===== src/verilog/addr_repeat_pkg.sv =====
// Constants, encodings and types of the operand address and repeat unit.
// Assumes one core clock and a plain register port with one-cycle reads.
//
// How it works
// RULE1 - Direct address joins page pointer and offset.
// RULE2 - Indirect address comes from the selected register.
// RULE3 - Select pointer value picks register zero to seven.
// RULE4 - Seven indirect update variants are offered.
// RULE5 - Pointer update follows access, same cycle.
// RULE6 - Short immediate is a field of the word.
// RULE7 - Long immediate is the second instruction word.
// RULE8 - Register mode names a core register, no address.
// RULE9 - Repeat count from memory or short field.
// RULE10 - Count N gives N plus one executions.
// RULE11 - Reset clears the repeat counter.
// RULE12 - Interrupts are held off during a repeat.
// RULE13 - Repeated multicycle instructions issue every cycle.
// RULE14 - Repeated table read reads every cycle.
// RULE15 - Next word is fetched during execution.
// RULE16 - External operand access stretches the instruction; the code does not stretch issues under a repeat.
// RULE17 - Add takes one or two words by operand.
// RULE18 - Bit-reversed add carries from the top bit.

package addr_repeat_pkg;

	// ----------------------------------------------------------------
	// Widths
	// ----------------------------------------------------------------
	localparam int DATA_W = 16;
	localparam int PAGE_W = 9;
	localparam int OFFS_W = 7;
	localparam int AUX_N  = 8;
	localparam int ARP_W  = 3;
	localparam int SIMM_W = 8;
	localparam int RADR_W = 4;
	localparam int WAIT_W = 4;

	// ----------------------------------------------------------------
	// Instruction word fields
	// ----------------------------------------------------------------
	localparam int OFFS_MSB     = 6;
	localparam int UPD_MSB      = 6;
	localparam int UPD_LSB      = 4;
	localparam int ARP_LOAD_BIT = 3;
	localparam int NEW_ARP_MSB  = 2;
	localparam int SIMM_MSB     = 7;
	localparam int REG_MSB      = 2;

	// ----------------------------------------------------------------
	// Addressing mode codes on the instruction port
	// ----------------------------------------------------------------
	localparam logic [2:0] MODE_DIRECT   = 3'h0;
	localparam logic [2:0] MODE_INDIRECT = 3'h1;
	localparam logic [2:0] MODE_SHORT    = 3'h2;
	localparam logic [2:0] MODE_LONG     = 3'h3;
	localparam logic [2:0] MODE_REG      = 3'h4;
	localparam logic [2:0] MODE_IMPLIED  = 3'h5;

	// ----------------------------------------------------------------
	// Indirect update codes
	// ----------------------------------------------------------------
	localparam logic [2:0] UPD_NONE  = 3'h0;
	localparam logic [2:0] UPD_INC   = 3'h1;
	localparam logic [2:0] UPD_DEC   = 3'h2;
	localparam logic [2:0] UPD_ADD0  = 3'h3;
	localparam logic [2:0] UPD_SUB0  = 3'h4;
	localparam logic [2:0] UPD_BRINC = 3'h5;
	localparam logic [2:0] UPD_BRDEC = 3'h6;

	// ----------------------------------------------------------------
	// Register port offsets and status bits
	// ----------------------------------------------------------------
	localparam logic [RADR_W-1:0] REG_PAGE   = 4'h0;
	localparam logic [RADR_W-1:0] REG_ARP    = 4'h1;
	localparam logic [RADR_W-1:0] REG_REPEAT_COUNTER   = 4'h2;
	localparam logic [RADR_W-1:0] REG_STATUS = 4'h3;
	localparam int                AUX_BIT    = 3;
	localparam int ST_ARMED  = 0;
	localparam int ST_HOLD   = 1;
	localparam int ST_REPT   = 2;
	localparam int ST_BUSY   = 3;
	localparam int ST_BITS   = 4;

	// ----------------------------------------------------------------
	// Reset values and timing
	// ----------------------------------------------------------------
	localparam logic [PAGE_W-1:0] PAGE_RST = 9'h000;
	localparam logic [ARP_W-1:0]  ARP_RST  = 3'h0;
	localparam logic [DATA_W-1:0] AUX_RST  = 16'h0000;
	localparam logic [DATA_W-1:0] REPEAT_COUNTER_RST = 16'h0000;
	localparam int TABLE_CYCLES = 3;

	typedef enum logic [2:0] {
		S_IDLE,
		S_LONG,
		S_RPTLD,
		S_BUSY,
		S_REPEAT
	} state_type;

endpackage


===== src/verilog/aux_update.sv =====
// Next value of the current auxiliary register for one indirect access.
// Assumes the caller applies the result after the operand has been used.

`timescale 1ns/1ns
`default_nettype none

module aux_update
	import addr_repeat_pkg::*;
(
	input  wire logic [DATA_W-1:0] aux_val,
	input  wire logic [DATA_W-1:0] index_val,
	input  wire logic [2:0]        code,
	output logic      [DATA_W-1:0] next_val
);

	// ----------------------------------------------------------------
	// Bit mirror
	// ----------------------------------------------------------------

	// Mirroring both sides turns a normal carry chain into one that runs
	// from the top bit down, which is what FFT address order needs.
	function automatic logic [DATA_W-1:0] mirror(input logic [DATA_W-1:0] v);
		logic [DATA_W-1:0] m;
		m = '0;
		for (int i = 0; i < DATA_W; i++) begin
			m[i] = v[DATA_W-1-i];
		end
		return m;
	endfunction

	wire [DATA_W-1:0] br_add = mirror(mirror(aux_val) + mirror(index_val));
	wire [DATA_W-1:0] br_sub = mirror(mirror(aux_val) - mirror(index_val));

	// Selection of the update variant; unused code leaves the value alone.
	always_comb begin
		case (code)
			UPD_INC:   next_val = aux_val + 16'h0001; // RULE4
			UPD_DEC:   next_val = aux_val - 16'h0001; // RULE4
			UPD_ADD0:  next_val = aux_val + index_val; // RULE4
			UPD_SUB0:  next_val = aux_val - index_val; // RULE4
			UPD_BRINC: next_val = br_add; // RULE18
			UPD_BRDEC: next_val = br_sub; // RULE18
			default:   next_val = aux_val;
		endcase
	end

endmodule

`default_nettype wire


===== src/verilog/operand_address_and_repeat_unit.sv =====
// Operand address generation and repeat control of the processor core.
// Assumes the fetch unit offers one instruction word per cycle when ready,
// and that data memory answers a repeat-count read with MEM_RVALID.

`timescale 1ns/1ns
`default_nettype none

module operand_address_and_repeat_unit
	import addr_repeat_pkg::*;
#(
	parameter int MULTI_CYCLES = TABLE_CYCLES,
	parameter int EXT_WAIT     = 1
)(
	input  wire logic              MCLK,
	input  wire logic              RST_N,
	input  wire logic [RADR_W-1:0] REG_ADDR,
	input  wire logic [DATA_W-1:0] REG_WDATA,
	input  wire logic              REG_WR,
	input  wire logic              REG_RD,
	output logic      [DATA_W-1:0] REG_RDATA,
	input  wire logic              INS_VALID,
	input  wire logic [DATA_W-1:0] INS_WORD,
	input  wire logic [2:0]        INS_MODE,
	input  wire logic              INS_RPT,
	input  wire logic              INS_MULTI,
	input  wire logic              INS_EXT,
	input  wire logic              MEM_RVALID,
	input  wire logic [DATA_W-1:0] MEM_RDATA,
	output logic                   INS_READY,
	output logic                   FETCH_REQ,
	output logic      [DATA_W-1:0] OPD_ADDR,
	output logic                   OPD_ADDR_VALID,
	output logic      [DATA_W-1:0] OPD_DATA,
	output logic                   OPD_DATA_VALID,
	output logic      [ARP_W-1:0]  OPD_REG,
	output logic                   OPD_REG_VALID,
	output logic                   OPD_REG_IMPL,
	output logic                   EXEC_PULSE,
	output logic                   RPT_ACTIVE,
	output logic                   INT_HOLD
);

	// ----------------------------------------------------------------
	// Reset release
	// ----------------------------------------------------------------

	logic rst_meta_r;
	logic rst_sync_r;
	wire  rst_n = rst_sync_r;

	// Reset asserts at once but leaves on a clock edge, two stages late.
	always_ff @(posedge MCLK or negedge RST_N) begin
		if (!RST_N) begin
			rst_meta_r <= 1'b0;
			rst_sync_r <= 1'b0;
		end else begin
			rst_meta_r <= 1'b1;
			rst_sync_r <= rst_meta_r;
		end
	end

	// ----------------------------------------------------------------
	// State
	// ----------------------------------------------------------------

	state_type         state_r;
	state_type         state_nxt;
	logic [PAGE_W-1:0] page_r;
	logic [ARP_W-1:0]  arp_r;
	logic [DATA_W-1:0] aux_r [AUX_N];
	logic [DATA_W-1:0] repeat_counter_r;
	logic [DATA_W-1:0] repeat_counter_nxt;
	logic              armed_r;
	logic              armed_nxt;
	logic              hold_r;
	logic              hold_nxt;
	logic [WAIT_W-1:0] wait_r;
	logic [WAIT_W-1:0] wait_nxt;
	logic [DATA_W-1:0] word_r;
	logic [2:0]        mode_r;
	logic              multi_r;
	logic              ext_r;

	// ----------------------------------------------------------------
	// Register port decode
	// ----------------------------------------------------------------

	// Used for both the write strobes and the read selection.
	function automatic logic is_aux(input logic [RADR_W-1:0] a);
		return a[AUX_BIT];
	endfunction

	wire             wr_page = REG_WR && (REG_ADDR == REG_PAGE);
	wire             wr_arp  = REG_WR && (REG_ADDR == REG_ARP);
	wire             wr_aux  = REG_WR && is_aux(REG_ADDR);
	wire [ARP_W-1:0] reg_idx = REG_ADDR[ARP_W-1:0];

	wire [ST_BITS-1:0] status_val = {
		state_r == S_BUSY,
		state_r == S_REPEAT,
		hold_r,
		armed_r
	};

	wire [DATA_W-1:0] rd_mux =
		is_aux(REG_ADDR)         ? aux_r[reg_idx] :
		(REG_ADDR == REG_PAGE)   ? {{(DATA_W-PAGE_W){1'b0}}, page_r} :
		(REG_ADDR == REG_ARP)    ? {{(DATA_W-ARP_W){1'b0}}, arp_r} :
		(REG_ADDR == REG_REPEAT_COUNTER)   ? repeat_counter_r :
		(REG_ADDR == REG_STATUS) ? {{(DATA_W-ST_BITS){1'b0}}, status_val} :
		'0;

	// ----------------------------------------------------------------
	// Instruction decode
	// ----------------------------------------------------------------

	// In idle the word on the port is decoded directly; later states work
	// from the copy latched when the word was taken.
	wire        in_idle  = (state_r == S_IDLE);
	wire [15:0] cur_word = in_idle ? INS_WORD : word_r;
	wire [2:0]  cur_mode = in_idle ? INS_MODE : mode_r;
	wire        cur_mult = in_idle ? INS_MULTI : multi_r;
	wire        cur_ext  = in_idle ? INS_EXT : ext_r;

	wire idle_take = INS_VALID && in_idle;
	wire long_done = INS_VALID && (state_r == S_LONG);
	wire take      = idle_take || long_done;
	wire rep_step  = (state_r == S_REPEAT);
	wire is_dir    = (cur_mode == MODE_DIRECT);
	wire is_ind    = (cur_mode == MODE_INDIRECT);
	wire mem_mode  = is_dir || is_ind;

	wire rpt_take  = idle_take && INS_RPT;
	wire rpt_mem   = rpt_take && mem_mode; // RULE9
	wire rpt_short = rpt_take && !mem_mode; // RULE9
	wire long_1st  = idle_take && !INS_RPT && (INS_MODE == MODE_LONG);
	wire start     = (idle_take && !INS_RPT && !long_1st) || long_done;

	// A repeat step reissues the operand access of the repeated word.
	wire addr_evt  = ((idle_take && !long_1st) || rep_step) && mem_mode;
	wire ind_evt   = addr_evt && is_ind;
	wire reg_evt   = idle_take && !INS_RPT &&
		((INS_MODE == MODE_REG) || (INS_MODE == MODE_IMPLIED));

	wire [DATA_W-1:0] short_val =
		{{(DATA_W-SIMM_W){1'b0}}, cur_word[SIMM_MSB:0]}; // RULE6

	// ----------------------------------------------------------------
	// Operand address
	// ----------------------------------------------------------------

	wire [DATA_W-1:0] cur_aux  = aux_r[arp_r]; // RULE3
	wire [DATA_W-1:0] dir_addr = {page_r, cur_word[OFFS_MSB:0]}; // RULE1
	wire [DATA_W-1:0] opd_addr = is_ind ? cur_aux : dir_addr; // RULE2
	wire [DATA_W-1:0] aux_next;
	wire              arp_load = ind_evt && cur_word[ARP_LOAD_BIT];

	aux_update u_aux_update (
		.aux_val   (cur_aux),
		.index_val (aux_r[0]),
		.code      (cur_word[UPD_MSB:UPD_LSB]),
		.next_val  (aux_next)
	);

	// Extra cycles of a single issue: multicycle work plus the stretch of
	// an operand that lives off chip on the shared data bus.
	wire [WAIT_W-1:0] extra =
		(cur_mult ? WAIT_W'(MULTI_CYCLES - 1) : '0) +
		(cur_ext ? WAIT_W'(EXT_WAIT) : '0); // RULE16

	// ----------------------------------------------------------------
	// Sequencer
	// ----------------------------------------------------------------

	// Next state, repeat count, arming and interrupt hold.
	always_comb begin
		state_nxt = state_r;
		repeat_counter_nxt  = repeat_counter_r;
		armed_nxt = armed_r;
		hold_nxt  = hold_r;
		wait_nxt  = wait_r;
		case (state_r)
			S_IDLE: begin
				if (rpt_take) begin
					hold_nxt = 1'b1; // RULE12
					if (rpt_mem) begin
						state_nxt = S_RPTLD;
					end else begin
						repeat_counter_nxt  = short_val; // RULE9
						armed_nxt = 1'b1;
					end
				end else if (long_1st) begin
					state_nxt = S_LONG; // RULE7 RULE17
				end
			end
			S_LONG: begin
				state_nxt = S_LONG;
			end
			S_RPTLD: begin
				if (MEM_RVALID) begin
					repeat_counter_nxt  = MEM_RDATA; // RULE9
					armed_nxt = 1'b1;
					state_nxt = S_IDLE;
				end
			end
			S_BUSY: begin
				wait_nxt = wait_r - WAIT_W'(1);
				if (wait_r == WAIT_W'(1)) begin
					state_nxt = S_IDLE;
				end
			end
			S_REPEAT: begin
				// One issue per cycle whatever the single-issue cost.
				if (repeat_counter_r == '0) begin
					state_nxt = S_IDLE;
					hold_nxt  = 1'b0; // RULE12
				end else begin
					repeat_counter_nxt = repeat_counter_r - DATA_W'(1); // RULE10 RULE13 RULE14
				end
			end
			default: begin
				state_nxt = S_IDLE;
			end
		endcase
		// First issue of an instruction; an armed repeat makes it the
		// first of N plus one pipelined issues.
		if (start) begin
			if (armed_r) begin
				armed_nxt = 1'b0;
				if (repeat_counter_r == '0) begin
					state_nxt = S_IDLE;
					hold_nxt  = 1'b0; // RULE12
				end else begin
					repeat_counter_nxt  = repeat_counter_r - DATA_W'(1); // RULE10
					state_nxt = S_REPEAT; // RULE13
				end
			end else if (extra != '0) begin
				wait_nxt  = extra; // RULE14 RULE16
				state_nxt = S_BUSY;
			end else begin
				state_nxt = S_IDLE;
			end
		end
	end

	// Sequencer flip-flops; the repeat counter clears on reset.
	always_ff @(posedge MCLK or negedge rst_n) begin
		if (!rst_n) begin
			state_r <= S_IDLE;
			repeat_counter_r  <= REPEAT_COUNTER_RST; // RULE11
			armed_r <= 1'b0;
			hold_r  <= 1'b0;
			wait_r  <= '0;
		end else begin
			state_r <= state_nxt;
			repeat_counter_r  <= repeat_counter_nxt;
			armed_r <= armed_nxt;
			hold_r  <= hold_nxt;
			wait_r  <= wait_nxt;
		end
	end

	// Copy of the taken word, kept for long operands and repeat steps.
	always_ff @(posedge MCLK or negedge rst_n) begin
		if (!rst_n) begin
			word_r  <= '0;
			mode_r  <= MODE_DIRECT;
			multi_r <= 1'b0;
			ext_r   <= 1'b0;
		end else if (idle_take) begin
			word_r  <= INS_WORD;
			mode_r  <= INS_MODE;
			multi_r <= INS_MULTI;
			ext_r   <= INS_EXT;
		end
	end

	// ----------------------------------------------------------------
	// Pointer registers
	// ----------------------------------------------------------------

	// Page pointer and select pointer; an instruction's own pointer load
	// takes precedence over a register port write in the same cycle.
	always_ff @(posedge MCLK or negedge rst_n) begin
		if (!rst_n) begin
			page_r <= PAGE_RST;
			arp_r  <= ARP_RST;
		end else begin
			if (wr_page) begin
				page_r <= REG_WDATA[PAGE_W-1:0];
			end
			if (arp_load) begin
				arp_r <= cur_word[NEW_ARP_MSB:0]; // RULE5
			end else if (wr_arp) begin
				arp_r <= REG_WDATA[ARP_W-1:0];
			end
		end
	end

	// Auxiliary registers; the current one is updated after its use in
	// the same cycle, ahead of any port write to it.
	genvar gi;
	generate
		for (gi = 0; gi < AUX_N; gi++) begin : g_aux
			wire hw_upd = ind_evt && (arp_r == ARP_W'(gi));
			wire sw_upd = wr_aux && (reg_idx == ARP_W'(gi));
			always_ff @(posedge MCLK or negedge rst_n) begin
				if (!rst_n) begin
					aux_r[gi] <= AUX_RST;
				end else if (hw_upd) begin
					aux_r[gi] <= aux_next; // RULE4 RULE5
				end else if (sw_upd) begin
					aux_r[gi] <= REG_WDATA;
				end
			end
		end
	endgenerate

	// ----------------------------------------------------------------
	// Outputs
	// ----------------------------------------------------------------

	logic              ready_r;
	logic              fetch_r;
	logic [DATA_W-1:0] oaddr_r;
	logic              oaddr_v_r;
	logic [DATA_W-1:0] odata_r;
	logic              odata_v_r;
	logic [ARP_W-1:0]  oreg_r;
	logic              oreg_v_r;
	logic              oreg_i_r;
	logic              exec_r;
	logic [DATA_W-1:0] rdata_r;

	wire ready_nxt = (state_nxt == S_IDLE) || (state_nxt == S_LONG);

	// Every answer is registered so the core sees clean flop outputs.
	always_ff @(posedge MCLK or negedge rst_n) begin
		if (!rst_n) begin
			ready_r   <= 1'b0;
			fetch_r   <= 1'b0;
			oaddr_r   <= '0;
			oaddr_v_r <= 1'b0;
			odata_r   <= '0;
			odata_v_r <= 1'b0;
			oreg_r    <= '0;
			oreg_v_r  <= 1'b0;
			oreg_i_r  <= 1'b0;
			exec_r    <= 1'b0;
			rdata_r   <= '0;
		end else begin
			ready_r   <= ready_nxt;
			fetch_r   <= take; // RULE15
			oaddr_v_r <= addr_evt;
			if (addr_evt) begin
				oaddr_r <= opd_addr; // RULE1 RULE2
			end
			odata_v_r <= (start && (cur_mode == MODE_SHORT)) || long_done;
			if (long_done) begin
				odata_r <= INS_WORD; // RULE7
			end else if (start) begin
				odata_r <= short_val; // RULE6
			end
			oreg_v_r  <= reg_evt; // RULE8
			oreg_i_r  <= reg_evt && (INS_MODE == MODE_IMPLIED); // RULE8
			if (reg_evt) begin
				oreg_r <= INS_WORD[REG_MSB:0];
			end
			exec_r    <= start || rep_step; // RULE13
			rdata_r   <= REG_RD ? rd_mux : '0;
		end
	end

	assign INS_READY      = ready_r;
	assign FETCH_REQ      = fetch_r;
	assign OPD_ADDR       = oaddr_r;
	assign OPD_ADDR_VALID = oaddr_v_r;
	assign OPD_DATA       = odata_r;
	assign OPD_DATA_VALID = odata_v_r;
	assign OPD_REG        = oreg_r;
	assign OPD_REG_VALID  = oreg_v_r;
	assign OPD_REG_IMPL   = oreg_i_r;
	assign EXEC_PULSE     = exec_r;
	assign RPT_ACTIVE     = hold_r;
	assign INT_HOLD       = hold_r;
	assign REG_RDATA      = rdata_r;

endmodule

`default_nettype wire


===== config.mk =====
export PLATFORM = sky130hd
export DESIGN_NAME = operand_address_and_repeat_unit
export DESIGN_NICKNAME = d
export VERILOG_FILES = /design/src/verilog/addr_repeat_pkg.sv /design/src/verilog/aux_update.sv /design/src/verilog/operand_address_and_repeat_unit.sv
export SDC_FILE = /design/constraint.sdc
export NUM_CORES = 1
export LEC_CHECK = 0
export BUFFER_PORTS_ARGS = -buffer_cell sky130_fd_sc_hd__clkbuf_2
export CAP_MARGIN = 20
export CELL_PAD_IN_SITES_DETAIL_PLACEMENT = 1
export CELL_PAD_IN_SITES_GLOBAL_PLACEMENT = 1
export CORE_AREA = 4 4 188 327
export DETAILED_ROUTE_END_ITERATION = 7
export DIE_AREA = 0 0 192 331
export PLACE_DENSITY_LB_ADDON = 0.1
export SYNTH_ARGS = -nofsm -noshare
export SYNTH_HDL_FRONTEND = slang
export SYNTH_SLANG_ARGS = --single-unit

===== constraint.sdc =====
create_clock -name MCLK -period 9.1 [get_ports MCLK]
set_clock_uncertainty 0.1 [all_clocks]
set_input_delay 1.82 -clock MCLK [delete_from_list [all_inputs] [get_ports MCLK]]
set_output_delay 1.82 -clock MCLK [all_outputs]
set_load 0.03 [all_outputs]

# After elaboration in Yosys (flattened, before gate mapping)
# Cells that the tools add are included.
# word_totals
regBits,238
latchBits,0
mem_bits_rw,0
romBits,0
in_bits,64
output_inout_bits,60
mem_count,0
# classes
addsub,9
multipliers,0
div_mod_pow,0
n_lt_le_gt_ge,2
n_eq_ne,34
n_shift,0
n_mux,75
bitwise_logic,2
n_reduce_logical,61
# op_table
operator,count
16-bit two-way mux,35
16-bit binary-select mux with 3-bit select,2
16-bit case mux with 6 select lines,1
16-bit case mux with 3 select lines,1
"3-bit == test, second input constant",14
3-bit two-way mux,12
1-bit logical AND,33
16-bit adder,2
"16-bit by 1-bit subtractor with 16-bit output, second input constant",2
16-bit subtractor,2
"3-bit by 2-bit == test with 1-bit output, second input constant",10
4-bit two-way mux,5
2-bit nonzero test,10
"3-bit by 1-bit == test with 1-bit output, second input constant",6
"16-bit by 1-bit adder with 16-bit output, second input constant",1
16-bit zero test,1
3-bit zero test,5
3-bit case mux with 5 select lines,1
1-bit two-way mux,13
"4-bit by 1-bit == test with 1-bit output, second input constant",2
"4-bit by 2-bit == test with 1-bit output, second input constant",2
"4-bit >= comparator, second input constant",2
1-bit logical OR,8
8-bit two-way mux,1
other kinds (8),12

# Longest topological paths before layout
# Gate-level depths: netlist of run 1.
# depth
ltp_word,11
depth_mapped,18
depth_no_buf,16

# Modules after synthesis
# A second synthesis of run 1 with hierarchy kept.
# hier_totals
cells_unflattened,1746
hier_area_um2,16801.1
# modules_own_cells
mod,n_inst,cells_each,area_each_um2
operand_address_and_repeat_unit,1,1243,13472.9
aux_update,1,503,3328.2

# Worst setup path after synthesis of run 1
# OpenSTA, ideal clock, no wires.
# synth_path
path_type,input -> register
startpoint,input port INS_WORD[6]
endpoint,register aux_r[111] (netlist name)
arrival_time_ns,5.032
setup_slack_ns,3.831
path_stages,14
path_buffers,1
cell_sequence,clkbuf_1 > mux2i_1 > nor2_1 > a22oi_1 > inv_1 > ha_1 > nor2b_1 > o31a_1 > o21a_1 > a2111oi_0 > o21bai_1 > and2_1 > o211ai_2 > a21oi_1
# synth_between
elab_chain_cells,4
word_cells_on_any_way,9
classes_between,eq/ne: 6; mux: 3
# synth_lines
item,line_no,source
"start, declared",operand_address_and_repeat_unit.sv:22,"input wire logic [DATA_W-1:0] INS_WORD,"
8-bit two-way mux *,operand_address_and_repeat_unit.sv:120,wire [15:0] cur_word = in_idle ? INS_WORD : word_r;
3-bit == test (tied with other cells),aux_update.sv:36,case (code)
16-bit case mux with 6 select lines *,aux_update.sv:36,
16-bit two-way mux *,operand_address_and_repeat_unit.sv:310,end else if (hw_upd) begin
"end signal, assigned by index",operand_address_and_repeat_unit.sv:311,aux_r[gi] <= aux_next;
"end, declared",operand_address_and_repeat_unit.sv:70,logic [DATA_W-1:0] aux_r [AUX_N];
# Every way passes the cells marked *; elsewhere a longest branch is shown, timed or not.
# A chain may end at the register's enable or synchronous reset.

# Worst setup path after layout of run 1
# layout_path
startpoint,register arp_r[0]
endpoint,register aux_r[39] (netlist name)
# layout_between
elab_chain_cells,7
word_cells_on_any_way,15
classes_between,add/sub: 6; eq/ne: 1; mux: 5; bitwise: 1; reduce/logical: 2
# layout_lines
item,line_no,source
"start, declared",operand_address_and_repeat_unit.sv:69,logic [ARP_W-1:0] arp_r;
"start signal, assigned",operand_address_and_repeat_unit.sv:293,arp_r <= cur_word[NEW_ARP_MSB:0];
"start signal, assigned",operand_address_and_repeat_unit.sv:295,arp_r <= REG_WDATA[ARP_W-1:0];
3-bit NOT with 4-bit output (implied by the code),operand_address_and_repeat_unit.sv:152,wire [DATA_W-1:0] cur_aux = aux_r[arp_r];
16-bit binary-select mux with 3-bit select,operand_address_and_repeat_unit.sv:152,
16-bit two-way mux (implied by the code) (2 in a row),operand_address_and_repeat_unit.sv:152,
16-bit subtractor (tied with other cells),aux_update.sv:32,wire [DATA_W-1:0] br_sub = mirror(mirror(aux_val) - mirror(index_val));
16-bit case mux with 6 select lines,aux_update.sv:36,
16-bit two-way mux,operand_address_and_repeat_unit.sv:310,
# Parallel ways exist; a longest one is shown, timed or not. The select of a mux whose other input is x is not followed.

==> results of run 1 <==
-- final cells by class --
cell class                      count  area (µm²)  share of cell area (%)
Tap cell                          780         976                    5.09
Multi-Input combinational cell   1396       10200                    53.2
Clock buffer                       43         826                    4.31
Clock inverter                      4        45.0                   0.235
Sequential cell                   238        5960                    31.1
Inverter                           56         210                    1.10
Timing Repair Buffer              165         951                    4.96
-- cell usage in the layout (no fill, tap or decap), types with 9 or more instances in the layout --
| cell type | instances |
|---|---|
| nand2_1 | 183 |
| a22oi_1 | 23 |
| a21oi_1 | 173 |
| buf_4 | 41 |
| a21o_1 | 15 |
| and3_1 | 9 |
| nand3b_1 | 9 |
| o22ai_1 | 14 |
| dfrtp_1 | 235 |
| clkbuf_8 | 9 |
| o21a_1 | 11 |
| or3_1 | 19 |
| o21ai_0 | 104 |
| mux4_2 | 67 |
| clkbuf_16 | 27 |
| xnor2_1 | 13 |
| a31oi_1 | 27 |
| nand4_1 | 9 |
| nand2b_1 | 21 |
| o21ai_1 | 26 |
| o211ai_1 | 12 |
| nor2b_1 | 107 |
| a211oi_1 | 94 |
| nand3_1 | 23 |
| ha_1 | 50 |
| mux2_2 | 74 |
| nor2_1 | 88 |
| a22o_1 | 9 |
| clkbuf_2 | 122 |
| mux2i_1 | 43 |
| inv_1 | 53 |
| nor3_1 | 30 |
-- logic make-up after synthesis --
kind of cell    count (synthesis)  share of synthesized area, %
fa+ha+maj                      53                          4.06
other cells                     1                        0.0222
flops                         238                          35.3
compound gates                581                          21.9
buf+inv                       201                          4.73
xor+xnor                       17                         0.882
simple gates                  559                          16.7
mux                           185                          16.5
-- registers in the layout (all words and copies together) (netlist names), 3 cells and up --
register and cells:
OPD_ADDR 16, OPD_DATA 16, REG_RDATA 16, word_r 8, wait_r 4, repeat_counter_r 16, state_r 3, mode_r 3
arp_r 3, page_r 9, aux_r 128, OPD_REG 3
-- stage by stage --
stage	cells	utilization, %	setup WS, ns
final	2682	32.6	3.26
after global routing	2682	32.6	2.78
after CTS	2680	32.5	3.19
after detailed placement	2633	31.0	2.81
after global placement	2633	31.0	2.89
after floorplan	1835	-	1.88
-- final timing paths --
kind,startpoint,cells after the start,end
setup / recovery,arp_r[0],14,aux_r[39]
hold / removal,rst_meta_r,0,rst_n
setup reg to reg,arp_r[0],14,aux_r[39]
hold reg to reg,rst_meta_r,0,rst_n
max in group asynchronous,rst_n,1,OPD_REG[1]
min in group asynchronous,rst_n,0,aux_r[34]
-- per-layer routing --
layer | share of wire [%] | vias to the layer above | global-route usage [%] | routed length [µm]
li1 | - | 6895 | - | -
met1 | 39 | 7772 | 25.9 | 28400
met2 | 54 | 335 | 44.0 | 40000
met3 | 3.2 | 97 | 2.27 | 2390
met4 | 3.7 | 0 | 7.91 | 2750
met5 | 0 | - | 0 | 0
==> out/qor.csv, run 1 <==
metric,value,unit
max_slew headroom,18.6,%
CP cell instances,buf_4 > buf_4 > mux4_2 > mux2i_1 > ha_1 > inv_1 > fa_1 > a21o_1 > a21o_1 > a2111o_1 > a31o_1 > a221o_1 > a222oi_1 > a21oi_1,
Starting DRT DRC Count,701,
initial antenna violation count,0,
Mapped Nets,1952,
CTS tree,done,
max-cap check violation count,0,
final net count,2001,
# IOs,124,
most frequent cell after synthesis,dfrtp_1,
largest net degree at the start of global routing,73,
vias per cell,5.63,
Synth warnings,0,
Worst-Margin Slew,1.22,ns
Syn Inst Count,1835,
vias in the first global route,16100,
wire per inst,27.4,µm
CP Data Arrival Time,6.14,ns
Final period util,64.1,%
share of flip-flops with an asynchronous set or reset,100,%
fin crit period,5.84,ns
Fin. Hold Viols,0,
max frequency,171,MHz
hpwl dp,54.4,mm
drc violations,0,
final setup fails,0,
total global-route track usage,22.9,%
Post-CTS Setup Bufs,0,
Vias,15100,
top post-synthesis cells by area,"dfrtp_1 35%, mux4_2 8.9%, a21oi_1 5.1%",
Synth Cell Area,16900,µm²
Fill cells,6781,
startpoint types,flop,
post-layout instance area,19200,µm²
"Cell Area, Placed",18300,µm²
cell family with most CP delay,compound AO/OA/AOI/OAI gates,
worst-case clock buffer depth,3,
"Reg clk slew, reported paths",0.07,ns
initial core utilization,28.7,%
DIE AREA,63600,µm²
post-route ant nets,0,
H-tree Lvls,1,
FF-to-FF setup slack,3.26,ns
Total Routed Length,73.6,mm
Worst path slowest cell,a222oi_1,
Post-synth EDFFs,0,
Pre-antenna DRT Iters,5,
n_diodes,0,
layout cells sized above 1,20.2,%
Worst Setup End Kind,flop,
clock sink count,238,
Crit Path Max Fanout,26,
Synth Flop Type,dfrtp_1,
synth unique cells,84,
clk_lat worst skew,0.58,ns
Port Buffers,123,
root buf cell,clkbuf_16,
Placeable Area,58900,µm²
Rows,118,
Post-CTS Hold Fix Bufs,0,
setup TNS,0,ns
WHS,0.255,ns
Die Ht,331,µm
critical path class,flop to flop,
first-pass GRT wire length,109,mm
#FFs+latches synth,238,
Final Max Tran Viols,0,
worst hold path type,flop to flop,
Synth top area share,35.3,%
Die X-Extent,192,µm
"Seq/Total Area, Yosys",35.3,%
RSZ-0062 raised after global routing,false,
Crit path buffers/inverters,3,
cts repair resizes,0,
Slowest Stage Delay on Critical Path,0.97,ns
CTS Buf Count,27,
GP Congestion,0.809,
status,"finished, final reports clean",
synth cell count leaders,"238 x dfrtp_1, 183 x nand2_1, 173 x a21oi_1",
biggest area consumer among synthesized cells,dfrtp_1,
CP required,9.40,ns
grt ovf,0,
syn avg cell area,9.20,µm²
Area Overhead vs Synth,13.6,%
Power of run 1 is not shown: default switching activity piles up to over one toggle a cycle in this logic, so the estimate is an artifact.
==> inputs of run 2 (changes only) <==
==> constraint.sdc (replaced) <==
create_clock -name MCLK -period 6 [get_ports MCLK]
set_clock_uncertainty 0.1 [all_clocks]
set_input_delay 1.2 -clock MCLK [delete_from_list [all_inputs] [get_ports MCLK]]
set_output_delay 1.2 -clock MCLK [all_outputs]
set_load 0.03 [all_outputs]
==> run 2 against run 1 <==
Net effect:
- routed wire length rose by 1.8%
- hold slack worse by 0.0068 ns
- first-iteration DRC count up 1.0%
- design area rose by 1.4%
- die area unchanged
- utilization is 0.46 points higher
- sequential cell count did not move
- critical endpoint is now aux_r[32]
==> out/qor.csv, run 2 (synthesis results as in run 1) <==
metric,value,unit,change
status,"finished, final reports clean",,
CTS tree,done,,
vias in the first global route,16300,,+1.4%
CTS Buf Count,28,,+3.7%
clock sink count,238,,unchanged
vias per cell,5.60,,-0.50%
Die X-Extent,192,µm,unchanged
post-route ant nets,0,,unchanged
"Reg clk slew, reported paths",0.07,ns,about the same
Port Buffers,123,,unchanged
Worst Setup End Kind,flop,,
"most common cell after layout, fill and taps aside",dfrtp_1,,
cts repair resizes,0,,unchanged
Post-CTS Hold Fix Bufs,0,,unchanged
worst hold path type,flop to flop,,
clk_lat worst skew,0.58,ns,about the same
multi-input logic area,10200,µm²,about the same
layout cells sized above 1,21.5,%,+1.3 points
Placeable Area,58900,µm²,unchanged
max_slew headroom,24.6,%,+6.0 points
Fin. Hold Viols,0,,unchanged
setup TNS,0,ns,unchanged
max FFs per register,128,,unchanged
startpoint types,flop,,
initial core utilization,28.7,%,unchanged
max frequency,179,MHz,+4.4%
Total Routed Length,74.9,mm,+1.8%
root buf cell,clkbuf_16,,
Fill cells,6794,,+0.19%
# IOs,124,,unchanged
largest net degree at the start of global routing,121,,+66%
worst-case clock buffer depth,3,,unchanged
final setup fails,0,,unchanged
hpwl dp,55.8,mm,+2.6%
Die Ht,331,µm,unchanged
Area Overhead vs Synth,15.2,%,
DIE AREA,63600,µm²,unchanged
fin crit period,5.59,ns,-0.244 ns
RSZ-0062 raised after global routing,false,,
max-cap check violation count,0,,unchanged
grt ovf,0,,unchanged
Rows,118,,unchanged
CP required,6.32,ns,-3.08 ns
first-pass GRT wire length,111,mm,+1.8%
Final Max Tran Viols,0,,unchanged
Top reg by flops,aux_r,,
drc violations,0,,unchanged
Vias,15200,,+0.61%
GP Congestion,0.860,,+6.3%
initial antenna violation count,0,,unchanged
"commonest cells after routing, fill and taps aside","235 x dfrtp_1, 183 x nand2_1, 173 x a21oi_1",,
total global-route track usage,23.4,%,+0.49 points
Post-CTS Setup Bufs,0,,unchanged
Seq. cell area,5960,µm²,unchanged
H-tree Lvls,1,,unchanged
Final period util,93.2,%,+29 points
Starting DRT DRC Count,708,,+1.0%
wire per inst,27.6,µm,+0.69%
Pre-antenna DRT Iters,5,,unchanged
Worst-Margin Slew,1.13,ns,-0.0895 ns
CP Data Arrival Time,5.91,ns,-0.23 ns
Crit Path Max Fanout,28,,+7.7%
n_diodes,0,,unchanged
critical path class,flop to flop,,
final net count,2029,,+1.4%
==> run 2: worst max-delay path, stage by stage (launching register included) <==
cell and delay (ns):
dfrtp_2 1.03, mux4_2 0.61, mux2i_1 0.60, inv_1 0.22
ha_1 0.45, a2111o_1 0.49, o2111a_1 0.29, o21ai_0 0.46
a21oi_1 0.19, a41o_1 0.27, nor2_1 0.51, a31oi_1 0.17
==> run 2: through the flow <==
stage | instance area (µm²) | cells | setup slack [ns] | utilization, % | hold slack (ns)
after floorplan | 16900 | 1835 | 1.17 | - | 0.231
after global placement | 18500 | 2661 | 0.503 | 31.4 | 0.233
after detailed placement | 18500 | 2661 | 0.435 | 31.4 | 0.236
after CTS | 19400 | 2711 | 0.401 | 33.0 | 0.247
after global routing | 19400 | 2712 | 0.0548 | 33.0 | 0.265
final | 19400 | 2712 | 0.409 | 33.0 | 0.248
==> run 2: final timing paths <==
kind	startpoint	end	slack (ns)	cells past startpoint
max reg2reg	arp_r[0]	aux_r[32]	0.41	11
min in group asynchronous	RST_N	rst_n	0.30	1
min	rst_meta_r	rst_n	0.25	0
max	arp_r[0]	aux_r[32]	0.41	11
min reg2reg	rst_meta_r	rst_n	0.25	0
max in group asynchronous	rst_n	arp_r[1]	3.96	1
==> run 2: layout make-up <==
class	count	area share, %
Timing Repair Buffer	192	5.98
Multi-Input combinational cell	1396	52.5
Sequential cell	238	30.7
Clock inverter	6	0.315
Inverter	56	1.08
Tap cell	780	5.02
Clock buffer	44	4.48
==> run 2: per-layer routing <==
metal	GRT usage (%)	up-vias	part of all wire, %
met5	0	-	0
li1	-	6936	-
met2	44.1	369	53
met1	25.7	7754	37
met3	2.74	132	4.0
met4	11.0	0	5.5
Power of run 2 is left out for the same reason.
==> inputs of run 3 (changes only) <==
--- a/config.mk
+++ b/config.mk
@@ -5,13 +5,14 @@
 export SDC_FILE = /design/constraint.sdc
 export NUM_CORES = 1
 export LEC_CHECK = 0
+export ABC_AREA = 1
 export BUFFER_PORTS_ARGS = -buffer_cell sky130_fd_sc_hd__clkbuf_2
 export CAP_MARGIN = 20
 export CELL_PAD_IN_SITES_DETAIL_PLACEMENT = 1
 export CELL_PAD_IN_SITES_GLOBAL_PLACEMENT = 1
-export CORE_AREA = 4 4 188 327
+export CORE_AREA = 4 4 151 262
 export DETAILED_ROUTE_END_ITERATION = 7
-export DIE_AREA = 0 0 192 331
+export DIE_AREA = 0 0 155 266
 export PLACE_DENSITY_LB_ADDON = 0.1
 export SYNTH_ARGS = -nofsm -noshare
 export SYNTH_HDL_FRONTEND = slang
==> run 3 against run 2 <==
Net effect:
- sequential cell count did not move
- worst setup slack improved by 0.83 ns
- die area fell by 35%
==> out/qor.csv, run 3 <==
metric,value,unit,change
status,"finished, final reports clean",,
RSZ-0062 raised after global routing,false,,
worst r2r src,state_r[1],,
vias in the first global route,20000,,+23%
Slowest Stage Delay on Critical Path,0.53,ns,-0.50 ns
clk_lat worst skew,0.59,ns,about the same
vias per cell,6.31,,+13%
GP Congestion,1.02,,+18%
Final period util,79.3,%,-14 points
worst hold path type,flop to asynchronous set/reset pin,,
post-route ant nets,0,,unchanged
largest net degree at the start of global routing,156,,+29%
Fin. Hold Viols,0,,unchanged
clock sink count,238,,unchanged
first-pass GRT wire length,125,mm,+12%
n_diodes,0,,unchanged
H-tree Lvls,1,,unchanged
CP required,6.35,ns,+0.03 ns
final setup fails,0,,unchanged
worst-case clock buffer depth,3,,unchanged
max FFs per register,128,,unchanged
Starting DRT DRC Count,1664,,+140%
top post-synthesis cells by area,"dfrtp_1 36%, nand2_1 14%, o21ai_0 9.0%",,
DIE AREA,41200,µm²,-35%
CP Data Arrival Time,5.11,ns,-0.80 ns
Placeable Area,37500,µm²,-36%
startpoint types,flop,,
"commonest cells after routing, fill and taps aside","603 x nand2_1, 300 x o21ai_0, 270 x inv_1",,
max-cap check violation count,0,,unchanged
Pre-antenna DRT Iters,6,,+1
hpwl dp,62.9,mm,+13%
total global-route track usage,39.9,%,+17 points
initial core utilization,44.4,%,+16 points
#FFs+latches synth,238,,unchanged
Worst path slowest cell,nor2_1,,
syn avg cell area,6.98,µm²,-24%
"Reg clk slew, reported paths",0.07,ns,about the same
fin crit period,4.76,ns,-0.834 ns
most frequent cell after synthesis,nand2_1,,
Worst Setup End Kind,flop,,
synth cell count leaders,"603 x nand2_1, 301 x o21ai_0, 270 x inv_1",,
Worst-Margin Slew,1.36,ns,+0.227 ns
CP cell instances,nor2_4 > nand2_4 > nand2_1 > nand2_1 > nand3_2 > nand2_1 > nor2_1 > a311oi_1 > ha_1 > a21oi_1 > a21boi_0 > o21ai_0 > nor2_1 > nor2_1 > nand2_1 > nand3_2 > o21ai_0 > nand2_1,,
Synth Cell Area,16700,µm²,-1.3%
Syn Inst Count,2388,,+30%
Total Routed Length,83.8,mm,+12%
Post-CTS Hold Fix Bufs,0,,unchanged
Mapped Nets,2505,,+28%
Top reg by flops,aux_r,,
final net count,2628,,+30%
Synth warnings,0,,unchanged
Vias,19000,,+25%
Crit Path Max Fanout,21,,-25%
Port Buffers,123,,unchanged
max frequency,210,MHz,+18%
critical path class,flop to flop,,
wire per inst,27.8,µm,+0.73%
max_slew headroom,8.02,%,-17 points
setup TNS,0,ns,unchanged
share of flip-flops with an asynchronous set or reset,100,%,unchanged
"most common cell after layout, fill and taps aside",nand2_1,,
"Seq/Total Area, Yosys",35.7,%,+0.45 points
Synth Flop Type,dfrtp_1,,
CTS Buf Count,26,,-7.1%
Final Max Tran Viols,0,,unchanged
drc violations,0,,unchanged
synth unique cells,59,,-30%
# IOs,124,,unchanged
Area Overhead vs Synth,13.0,%,
CTS tree,done,,
Rows,94,,-20%
biggest area consumer among synthesized cells,dfrtp_1,,
Die X-Extent,155,µm,-19%
root buf cell,clkbuf_16,,
cell mode on critical path,nand2_1,,
Synth top area share,35.7,%,+0.45 points
Post-CTS Setup Bufs,0,,unchanged
Post-synth EDFFs,0,,unchanged
initial antenna violation count,3,,+3
cts repair resizes,0,,unchanged
grt ovf,0,,unchanged
Die Ht,266,µm,-20%
critical path launch point,state_r[1],,
layout cells sized above 1,11.7,%,-9.8 points
==> run 3: critical path, delay by kind of cell, from the launching register on <==
family / cells / cell delay, ns
flops: 1 / 0.42
fa+ha+maj: 1 / 0.41
compound gates: 5 / 1.18
simple gates: 12 / 2.51
==> run 3: per-layer routing <==
| metal | global-route usage [%] | share of wire (%) |
|---|---|---|
| met2 | 68.0 | 48 |
| met1 | 43.4 | 35 |
| met5 | 0 | 0.024 |
| met3 | 6.73 | 6.7 |
| met4 | 31.7 | 10 |
==> run 3: per-stage QoR <==
stage	hold WS, ns	std cells	instance area, µm²	worst slack [ns]	util (%)
2_1_floorplan	0.231	2388	16700	1.99	-
3_3_place_gp	0.0709	2963	18000	1.21	48.0
3_5_place_dp	0.0749	2963	18000	1.09	48.0
4_1_cts	0.0793	3009	18800	1.30	50.2
5_1_grt	0.0862	3009	18800	0.843	50.2
6_report	0.0772	3009	18800	1.24	50.2
==> run 3: final timing paths <==
path	to	slack, ns	cells past startpoint
max	aux_r[14]	1.24	18
min	aux_r[24]	0.08	0
max reg2reg	aux_r[14]	1.24	18
min reg2reg	aux_r[24]	0.08	0
max in group asynchronous	aux_r[125]	4.42	1
min in group MCLK	rst_n	0.26	0
==> run 3: final cells by class <==
class	instances	area (µm²)
tap	480	601
multi-input combinational	1764	9230
inverter	294	1110
timing repair buffer	187	1120
clock inverter	8	90.1
clock buffer	38	736
fill	4907	18700
sequential	238	5960
==> run 3: kinds of logic after synthesis <==
kind of cell	after synthesis	share of synthesized area (%)
other	1	0.0225
XOR/XNOR	26	1.37
AO/OA/AOI/OAI	657	23.3
buffers and inverters	386	9.02
flip-flops	238	35.7
multiplexers	3	0.188
adder cells (fa/ha/maj)	53	4.11
AND/OR/NAND/NOR	1024	26.2
Power of run 3 is left out for the same reason.
